==> src/verilog/gps_map.vh <==
`ifndef GPS_MAP_VH
`define GPS_MAP_VH
// Notes on behaviour
// - A write that tries to change a pin bit held by the lock mask sets the violation flag.
// - The violation flag is bit 0 of the access status word and stays set until written 0.
// - Each port has a read-only presence word, one for a pin that exists, zero otherwise.
// - A presence bit tells whether that pin's enable bit exists; absent pins store nothing.
// - The revision word holds a 12-bit version in bits 11..0 and a variant in bits 19..16.
// - The variant field is reserved and drives no behaviour.
// - The block has two ports and each pin selects one of eight peripheral functions.
// - Each pin's pull-up follows the pull-up mask, or the driving peripheral's request.
// - Every port register resets to zero unless another reset note says otherwise.
// - Port 0 resets enable 004DFF5F, mux bit 0 00320020 and mux bit 1 00020080.
// - Port 0 resets mux bit 2 00100800, pull-up 00000001 and filter 007FFFFF.
// - Port 1 resets enable 00FFFFCF and both mux bit 0 and mux bit 1 to 00000030.
// - Port 1 resets its filter enable to 00FFFFFF.
// - The presence word reads 007FFFFF on port 0 and 00FFFFFF on port 1.
// - A pin whose lock bit is one keeps its bit in every lockable port register.

// address layout
`define GPS_PORT_BIT 9
`define GPS_GLOB_BIT 10
`define GPS_GRP_MASK 9'h1F0
`define GPS_OFF_GEN 9'h000
`define GPS_OFF_MUX0 9'h010
`define GPS_OFF_MUX1 9'h020
`define GPS_OFF_MUX2 9'h030
`define GPS_OFF_PULL 9'h070
`define GPS_OFF_FILT 9'h0C0
`define GPS_OFF_LOCK 9'h1A0
`define GPS_OFF_UNLOCK 9'h1E0
`define GPS_OFF_ACC 9'h1E4
`define GPS_OFF_PRES 9'h1F8
`define GPS_OFF_REV 9'h1FC
`define GPS_OFF_IRQ_STAT 9'h000
`define GPS_OFF_IRQ_EN 9'h004
`define GPS_OFF_IRQ_CLR 9'h008

// sub-register access modes, address bits 3..2
`define GPS_MODE_WR 2'd0
`define GPS_MODE_SET 2'd1
`define GPS_MODE_CLR 2'd2
`define GPS_MODE_TGL 2'd3

// unlock word fields
`define GPS_KEY 8'hAA
`define GPS_KEY_LSB 24
`define GPS_UNL_OFF_W 10

// field positions
`define GPS_AVF_BIT 0
`define GPS_VAR_LSB 16

// revision word contents, values arbitrary
`define GPS_REV_VER 12'h101
`define GPS_REV_VAR 4'h0

// reset values
`define GPS_RST_ZERO 32'h0000_0000
`define GPS_RST_P0_GEN 32'h004D_FF5F
`define GPS_RST_P0_MUX0 32'h0032_0020
`define GPS_RST_P0_MUX1 32'h0002_0080
`define GPS_RST_P0_MUX2 32'h0010_0800
`define GPS_RST_P0_PULL 32'h0000_0001
`define GPS_RST_P0_FILT 32'h007F_FFFF
`define GPS_RST_P1_GEN 32'h00FF_FFCF
`define GPS_RST_P1_MUX0 32'h0000_0030
`define GPS_RST_P1_MUX1 32'h0000_0030
`define GPS_RST_P1_FILT 32'h00FF_FFFF
`define GPS_PRES_P0 32'h007F_FFFF
`define GPS_PRES_P1 32'h00FF_FFFF
`endif

==> src/verilog/gps_lock_reg.v <==
`timescale 1ns/10ps
`include "gps_map.vh"
module gps_lock_reg #(
    parameter [31:0] RST = 32'h0000_0000,
    parameter [31:0] IMPL = 32'hFFFF_FFFF
) (
    // clock and reset
    input wire pclk,
    input wire presetn,
    // write request
    input wire wr,
    input wire [1:0] mode,
    input wire [31:0] wdata,
    input wire [31:0] lock_mask,
    // state
    output reg [31:0] value,
    output wire violation
);
    reg [31:0] raw;
    wire [31:0] keep;
    wire [31:0] next_value;

    // requested value for each access mode
    always @*
    begin
        case (mode)
            `GPS_MODE_SET: raw = value | wdata;
            `GPS_MODE_CLR: raw = value & ~wdata;
            `GPS_MODE_TGL: raw = value ^ wdata;
            default: raw = wdata;
        endcase
    end

    // locked pins and absent pins both hold their bit
    assign keep = lock_mask | ~IMPL;
    assign next_value = (raw & ~keep) | (value & keep);
    // only a real change to a locked pin counts as an attempt
    assign violation = wr & (|((raw ^ value) & lock_mask & IMPL));

    // the register itself; a blocked bit simply keeps its value
    always @(posedge pclk or negedge presetn)
    begin
        if (!presetn)
            value <= RST;
        else if (wr)
            value <= next_value;
    end
endmodule

==> src/verilog/gps_top.v <==
`timescale 1ns/10ps
`include "gps_map.vh"
module gps_top (
    // apb clock and reset
    input wire pclk,
    input wire presetn,
    // apb request
    input wire psel,
    input wire penable,
    input wire pwrite,
    input wire [11:0] paddr,
    input wire [31:0] pwdata,
    // apb answer
    output reg [31:0] prdata,
    output reg pready,
    output reg pslverr,
    // peripheral pull-up requests, port 1 in the upper word
    input wire [63:0] periph_pullup_req,
    // pin controls, port 1 in the upper word
    output wire [63:0] gpio_enable_mask,
    output wire [63:0] periph_mux_select_bit0,
    output wire [63:0] periph_mux_select_bit1,
    output wire [63:0] periph_mux_select_bit2,
    output wire [63:0] pullup_enable_mask,
    output wire [63:0] glitch_filter_enable_mask,
    output reg [63:0] pin_lock,
    output reg [63:0] pin_pullup,
    // interrupt
    output reg irq
);
    // per-port reset values, six lockable registers per port
    localparam [383:0] RST_ALL = {
        `GPS_RST_P1_FILT,
        `GPS_RST_ZERO,
        `GPS_RST_ZERO,
        `GPS_RST_P1_MUX1,
        `GPS_RST_P1_MUX0,
        `GPS_RST_P1_GEN,
        `GPS_RST_P0_FILT,
        `GPS_RST_P0_PULL,
        `GPS_RST_P0_MUX2,
        `GPS_RST_P0_MUX1,
        `GPS_RST_P0_MUX0,
        `GPS_RST_P0_GEN
    };
    localparam [63:0] PRES_ALL = {`GPS_PRES_P1, `GPS_PRES_P0};
    localparam NREG = 6;

    wire access_ph;
    wire commit;
    wire wr_commit;
    wire port_sel;
    wire glob;
    wire [8:0] off;
    wire [8:0] grp;
    wire [1:0] mode;
    wire [383:0] reg_val;
    wire [11:0] viol;
    wire [1:0] port_viol;
    wire [31:0] rev_word;
    wire [3:0] rsel;

    reg [2:0] grp_idx;
    reg grp_hit;
    reg lock_hit;
    reg unlock_hit;
    reg acc_hit;
    reg pres_hit;
    reg rev_hit;
    reg ist_hit;
    reg ien_hit;
    reg icl_hit;
    reg addr_ok;
    reg [31:0] next_rdata;

    reg unl_armed;
    reg [9:0] unl_off;
    reg [1:0] acc_flag;
    reg [1:0] next_acc_flag;
    reg [1:0] irq_status;
    reg [1:0] irq_enable;
    reg [1:0] next_irq_status;
    reg [1:0] next_irq_enable;
    reg [63:0] next_lock;

    integer i;

    // apb phases; every access takes exactly one wait state
    assign access_ph = psel & penable;
    assign commit = access_ph & pready;
    assign wr_commit = commit & pwrite & addr_ok;

    // address fields
    assign port_sel = paddr[`GPS_PORT_BIT];
    assign glob = paddr[`GPS_GLOB_BIT];
    assign off = paddr[8:0];
    assign grp = off & `GPS_GRP_MASK;
    assign mode = off[3:2];

    // revision word; the variant field only ever reads back
    assign rev_word = {12'h000, `GPS_REV_VAR, 4'h0, `GPS_REV_VER};

    // decode; the top address bit is never mapped
    always @*
    begin
        grp_idx = 3'd0;
        grp_hit = 1'b0;
        lock_hit = 1'b0;
        unlock_hit = 1'b0;
        acc_hit = 1'b0;
        pres_hit = 1'b0;
        rev_hit = 1'b0;
        ist_hit = 1'b0;
        ien_hit = 1'b0;
        icl_hit = 1'b0;
        if (paddr[11])
            grp_hit = 1'b0;
        else if (glob)
        begin
            if (port_sel)
                grp_hit = 1'b0;
            else if (off == `GPS_OFF_IRQ_STAT)
                ist_hit = 1'b1;
            else if (off == `GPS_OFF_IRQ_EN)
                ien_hit = 1'b1;
            else if (off == `GPS_OFF_IRQ_CLR)
                icl_hit = 1'b1;
        end
        else if (grp == `GPS_OFF_GEN)
        begin
            grp_hit = 1'b1;
            grp_idx = 3'd0;
        end
        else if (grp == `GPS_OFF_MUX0)
        begin
            grp_hit = 1'b1;
            grp_idx = 3'd1;
        end
        else if (grp == `GPS_OFF_MUX1)
        begin
            grp_hit = 1'b1;
            grp_idx = 3'd2;
        end
        else if (grp == `GPS_OFF_MUX2)
        begin
            grp_hit = 1'b1;
            grp_idx = 3'd3;
        end
        else if (grp == `GPS_OFF_PULL)
        begin
            grp_hit = 1'b1;
            grp_idx = 3'd4;
        end
        else if (grp == `GPS_OFF_FILT)
        begin
            grp_hit = 1'b1;
            grp_idx = 3'd5;
        end
        else if (grp == `GPS_OFF_LOCK)
            lock_hit = 1'b1;
        else if (off[8:2] == `GPS_OFF_UNLOCK >> 2)
            unlock_hit = 1'b1;
        else if (off[8:2] == `GPS_OFF_ACC >> 2)
            acc_hit = 1'b1;
        else if (off[8:2] == `GPS_OFF_PRES >> 2)
            pres_hit = 1'b1;
        else if (off[8:2] == `GPS_OFF_REV >> 2)
            rev_hit = 1'b1;
        addr_ok = grp_hit | lock_hit | unlock_hit | acc_hit | pres_hit
            | rev_hit | ist_hit | ien_hit | icl_hit;
    end

    // lockable register pick for reads
    assign rsel = (port_sel ? 4'd6 : 4'd0) + {1'b0, grp_idx};

    // six lockable registers in each of the two ports
    genvar p;
    genvar r;
    generate
        for (p = 0; p < 2; p = p + 1)
        begin : g_port
            for (r = 0; r < NREG; r = r + 1)
            begin : g_reg
                gps_lock_reg #(
                    .RST(RST_ALL[(p * NREG + r) * 32 +: 32]),
                    .IMPL(PRES_ALL[p * 32 +: 32])
                ) u_reg (
                    .pclk(pclk),
                    .presetn(presetn),
                    .wr(wr_commit & grp_hit & (port_sel == p) & (grp_idx == r)),
                    .mode(mode),
                    .wdata(pwdata),
                    .lock_mask(pin_lock[p * 32 +: 32]),
                    .value(reg_val[(p * NREG + r) * 32 +: 32]),
                    .violation(viol[p * NREG + r])
                );
            end
            assign port_viol[p] = |viol[p * NREG +: NREG];
            assign gpio_enable_mask[p * 32 +: 32] = reg_val[(p * NREG) * 32 +: 32];
            assign periph_mux_select_bit0[p * 32 +: 32] =
                reg_val[(p * NREG + 1) * 32 +: 32];
            assign periph_mux_select_bit1[p * 32 +: 32] =
                reg_val[(p * NREG + 2) * 32 +: 32];
            assign periph_mux_select_bit2[p * 32 +: 32] =
                reg_val[(p * NREG + 3) * 32 +: 32];
            assign pullup_enable_mask[p * 32 +: 32] = reg_val[(p * NREG + 4) * 32 +: 32];
            assign glitch_filter_enable_mask[p * 32 +: 32] =
                reg_val[(p * NREG + 5) * 32 +: 32];
        end
    endgenerate

    // lock mask: set mode is always open, the other modes need a fresh unlock
    always @*
    begin
        next_lock = pin_lock;
        if (wr_commit & lock_hit)
        begin
            if (mode == `GPS_MODE_SET)
            begin
                if (port_sel)
                    next_lock[63:32] = pin_lock[63:32] | pwdata;
                else
                    next_lock[31:0] = pin_lock[31:0] | pwdata;
            end
            else if (unl_armed & (unl_off == paddr[9:0]))
            begin
                if (port_sel)
                    next_lock[63:32] = (mode == `GPS_MODE_CLR) ? pin_lock[63:32] & ~pwdata
                        : (mode == `GPS_MODE_TGL) ? pin_lock[63:32] ^ pwdata : pwdata;
                else
                    next_lock[31:0] = (mode == `GPS_MODE_CLR) ? pin_lock[31:0] & ~pwdata
                        : (mode == `GPS_MODE_TGL) ? pin_lock[31:0] ^ pwdata : pwdata;
            end
        end
        next_lock = next_lock & PRES_ALL;
    end

    // unlock window lasts for exactly the next mapped write, whatever register it targets
    always @(posedge pclk or negedge presetn)
    begin
        if (!presetn)
        begin
            unl_armed <= 1'b0;
            unl_off <= 10'h000;
            pin_lock <= 64'h0000_0000_0000_0000;
        end
        else
        begin
            pin_lock <= next_lock;
            if (wr_commit)
            begin
                unl_armed <= unlock_hit & (pwdata[31:`GPS_KEY_LSB] == `GPS_KEY);
                unl_off <= pwdata[`GPS_UNL_OFF_W - 1:0];
            end
        end
    end

    // access violation flags; a new violation beats a clear in the same cycle
    always @*
    begin
        next_acc_flag = acc_flag;
        if (wr_commit & acc_hit & ~pwdata[`GPS_AVF_BIT])
            next_acc_flag[port_sel] = 1'b0;
        next_acc_flag = next_acc_flag | port_viol;
    end

    // interrupt status, enable and write-one-to-clear
    always @*
    begin
        next_irq_status = irq_status;
        next_irq_enable = irq_enable;
        if (wr_commit & icl_hit)
            next_irq_status = irq_status & ~pwdata[1:0];
        if (wr_commit & ien_hit)
            next_irq_enable = pwdata[1:0];
        next_irq_status = next_irq_status | port_viol;
    end

    // flag and interrupt registers
    always @(posedge pclk or negedge presetn)
    begin
        if (!presetn)
        begin
            acc_flag <= 2'b00;
            irq_status <= 2'b00;
            irq_enable <= 2'b00;
            irq <= 1'b0;
        end
        else
        begin
            acc_flag <= next_acc_flag;
            irq_status <= next_irq_status;
            irq_enable <= next_irq_enable;
            irq <= |(next_irq_status & next_irq_enable);
        end
    end

    // pull-up: software mask while gpio owns the pin, else the peripheral
    always @(posedge pclk or negedge presetn)
    begin
        if (!presetn)
            pin_pullup <= 64'h0000_0000_0000_0000;
        else
        begin
            for (i = 0; i < 64; i = i + 1)
                pin_pullup[i] <= PRES_ALL[i] & (gpio_enable_mask[i] ?
                    pullup_enable_mask[i] : periph_pullup_req[i]);
        end
    end

    // read data; write-only words and unmapped words read zero
    always @*
    begin
        next_rdata = 32'h0000_0000;
        if (grp_hit)
            next_rdata = reg_val[rsel * 32 +: 32];
        else if (lock_hit)
            next_rdata = port_sel ? pin_lock[63:32] : pin_lock[31:0];
        else if (acc_hit)
            next_rdata = {31'h0000_0000, acc_flag[port_sel]};
        else if (pres_hit)
            next_rdata = port_sel ? PRES_ALL[63:32] : PRES_ALL[31:0];
        else if (rev_hit)
            next_rdata = rev_word;
        else if (ist_hit)
            next_rdata = {30'h0000_0000, irq_status};
        else if (ien_hit)
            next_rdata = {30'h0000_0000, irq_enable};
    end

    // apb answer: pready rises one cycle into the access phase
    always @(posedge pclk or negedge presetn)
    begin
        if (!presetn)
        begin
            pready <= 1'b0;
            pslverr <= 1'b0;
            prdata <= 32'h0000_0000;
        end
        else if (access_ph & ~pready)
        begin
            pready <= 1'b1;
            pslverr <= ~addr_ok;
            prdata <= pwrite ? 32'h0000_0000 : next_rdata;
        end
        else
        begin
            pready <= 1'b0;
            pslverr <= 1'b0;
            prdata <= 32'h0000_0000;
        end
    end
endmodule

==> config.mk <==
export PLATFORM = sky130hd
export DESIGN_NAME = gps_top
export DESIGN_NICKNAME = d
export VERILOG_FILES = /design/src/verilog/gps_lock_reg.v /design/src/verilog/gps_top.v
export VERILOG_INCLUDE_DIRS = /design/src /design/src/verilog
export SDC_FILE = /design/constraint.sdc
export NUM_CORES = 2
export LEC_CHECK = 0
export BUFFER_PORTS_ARGS = -buffer_cell sky130_fd_sc_hd__buf_2
export CORE_MARGIN = 3
export CORE_UTILIZATION = 50
export CTS_CLUSTER_SIZE = 40
export DETAILED_ROUTE_END_ITERATION = 10
export PLACE_DENSITY = 0.78
export SLEW_MARGIN = 0
export SYNTH_ARGS = -nofsm -noshare
export SYNTH_HDL_FRONTEND = slang
export SYNTH_HIERARCHICAL = 1
export SYNTH_SLANG_ARGS = --single-unit
==> constraint.sdc <==
create_clock -name pclk -period 3.7 [get_ports pclk]
set_clock_uncertainty 0.2 [all_clocks]
set_input_delay 0.37 -clock pclk [delete_from_list [all_inputs] [get_ports pclk]]
set_output_delay 0.37 -clock pclk [all_outputs]
set_load 0.05 [all_outputs]
==> results_dict.tcl <==
set metrics [dict create \
    cp_slowest_cell "dfstp_2" \
    die_y_um 329 \
    root_buffer "clkbuf_16" \
    cp_slowest_stage_delay_ns 0.53 \
    cts_buffer_depth 3 \
    final_nets 8035 \
    area_growth_pct 23.0 \
    tightest_slew_ns 1.21 \
    grt_max_degree 65 \
    fmax_mhz 268 \
    wire_per_inst_um 26.9 \
    synth_edf_count 0 \
    yosysWarnings 6 \
    finalSetupTns_ns -0.0338 \
    overflow 0 \
    dp_hpwl_um 182000 \
    clkLatencyLatePin_ns 0.70 \
    ir_drop_mv 0.359 \
    core_area_um2 103000 \
    cp_max_fo 2 \
    cts_sinks 428 \
    synth-xor-area-share_pct 5.99 \
    clk_pin_slew_worst_paths_ns 0.06 \
    vias 54200 \
    fin_util_pct 62.5 \
    fin_crit_ns 3.73 \
    synth_top_family_by_area "multiplexers" \
    min_path_type "in2async" \
    violations "setup timing" \
    grt_usage_pct 41.5 \
    fp-row-count 117 \
    synth.area.top_cells "ha_1 (16%), dfrtp_1 (16%), mux2i_1 (7.2%), xnor2_1 (6.0%), inv_1 (5.7%)" \
    drtPass1Iterations 8 \
    numCtsBuffers 58 \
    cp-end-kind "flop" \
    crit_path_start_kind "flop" \
    synth_compound_area_share_pct 16.3 \
    outcome "finished, violations left" \
    ys_seq_area_share_pct 20.8 \
    synth_top_cell_by_area "ha_1" \
    num_io_pins 660 \
    dieArea_um2 108000 \
    regArea_um2 10800 \
    syn_avg_cell_area_um2 8.53 \
    viasPerCell 6.23 \
    ys_types 86 \
    cp.buffers_inverters 2 \
    drt_iter0_drc 7048 \
    path_cells "inv_1 > ha_1 > mux2i_2 > mux2i_1 > nor4b_1 > a2111o_1 > nor4b_2 > a41oi_2 > nor4_4 > buf_4 > nand2_2 > a21o_1 > a22o_1" \
    async_flop_share_pct 100 \
    synthAdderAreaFrac_pct 15.8 \
    grt_pass1_vias 51100 \
    path_class "reg2reg" \
    drv_slew 0 \
    cts_tree "yes" \
    drc_errors 0 \
    gp_congestion 1.05 \
    multi_input_area_um2 36200 \
    crit_family "compound AO/OA/AOI/OAI gates" \
    fin_crit_sh_pct 101 \
    antenna_found_initial 29 \
    final_area_um2 64200 \
    pwr_density_cell_nw_per_um2 227 \
    htree_levels 2 \
    yosys.area_share.simple_pct 13.2 \
    crit_arrival_ns 4.10 \
    fp.dieW_um 329 \
    drv_cap 0 \
    setup_viol 1 \
    nFillCells 8572 \
    leakage_nw 30.8 \
    synth_top_area_share_pct 15.8 \
    netlist_instances 6119 \
    dpl.cell_count 8494 \
    wirelength_um 234000 \
    io_buffers 506 \
    worst_ep_required_time_ns 4.07 \
    relSlewSlack_pct 19.2 \
    whs_ns 0.0592 \
    netlist_area_um2 52200 \
    setup_ws_ns -0.0338 \
    postRouteAntennaNets 0 \
    rsz0062_at_grt "yes" \
    final_layout_size_suffix_gt1_share_pct 26.2 \
    placed_area_um2 61300 \
    ys.flop_type "dfrtp_1" \
    yosys-mux-area-fraction_pct 16.5 \
    grt_pass1_wl_um 333000 \
    hold_viol 0 \
    initial_utilization_pct 50.8 \
    final_cell_count_no_fill 8698 \
    ys_ff_latch 428 \
]
-- final timing paths --
check / start / end / slack [ns] / cells past startpoint
setup / recovery: flop / irq / -0.03 / 13
hold reg to reg: unl_off[7] / unl_off[7] / 0.30 / 2
max in group asynchronous: presetn / asynchronous set/reset pin / 2.26 / 3
min in group pclk: psel / prdata[1] / 0.11 / 5
hold / removal: presetn / asynchronous set/reset pin / 0.06 / 2
setup reg to reg: flop / irq / -0.03 / 13
-- worst reg2reg max path, stage by stage, from the launching register on --
cell      delay [ns]
dfstp_2         0.53
inv_1           0.05
ha_1            0.31
mux2i_2         0.21
mux2i_1         0.24
nor4b_1         0.08
a2111o_1        0.45
nor4b_2         0.28
a41oi_2         0.20
nor4_4          0.42
buf_4           0.20
nand2_2         0.08
a21o_1          0.18
a22o_1          0.18
-- cells by family after synthesis --
| kind of cell | after synthesis |
|---|---|
| AOI/OAI and AO/OA | 1284 |
| xor gates and xnor gates | 357 |
| other | 13 |
| and+or+nand+nor | 1486 |
| DFF | 428 |
| adders and majority gates | 660 |
| buffers and inverters | 1240 |
| muxes | 651 |
-- metal layers --
layer / vias up / wire length, um / global-route usage (%) / share of wire, %
met5: - / 99 / 0 / 0.042
met4: 16 / 20600 / 29.7 / 8.8
met3: 917 / 32000 / 12.9 / 14
met2: 3770 / 96000 / 60.0 / 41
met1: 26000 / 85400 / 52.2 / 36
li1: 23500 / - / - / -
-- stage by stage --
step	setup WS [ns]	total power, mW
final	-0.0338	14.6
after global routing	-0.0928	14.9
after CTS	0.0000266	14.4
after detailed placement	-0.490	8.17
after global placement	-0.464	8.08
after floorplan	0.177	7.06
-- cell usage in the layout (no fill, tap or decap), types with 119 or more instances in the layout --
master	n
nand2_1	573
mux2i_1	368
inv_1	788
mux2_2	119
xnor2_1	357
conb_1	136
dfrtp_1	325
nor2_1	379
a21oi_1	214
ha_1	658
o21ai_0	392
buf_2	503
mux4_2	123
buf_4	741
-- layout make-up --
type | count | area share [%]
multi-input cells | 4574 | 56.3
well taps | 1368 | 2.66
diodes | 18 | 0.0701
clock buffers | 89 | 2.75
flip-flops and latches | 428 | 16.9
clock inverters | 21 | 0.399
repair buffers | 1387 | 16.1
inverters | 813 | 4.80
-- Yosys cell counts, drive strengths merged, types with 116 or more instances --
cell	instances
inv	801
ha	659
nand2	574
o21ai	412
mux2i	386
nor2	382
xnor2	357
dfrtp	328
buf	302
a21oi	214
mux4	146
clkbuf	125
mux2	119
nand3	116
-- where the power goes --
group,internal (mW),total [mW],switching (mW)
Sequential,4.71,4.72,0.0187
Combinational,1.38,3.58,2.20
Clock,3.63,6.27,2.64
-- what timing repair did --
item | 4_1_cts | 5_1_grt
pin swaps | 3 | 15
setup buffers | 1 | 18
endpoints found under the hold margin | 176 | 0
gates resized for setup | 6 | 31
hold buffers | 57 | 0
gates cloned | 0 | 0
setup endpoints to repair | 2 | 4
Note: power is estimated with default switching activity, not from simulation.
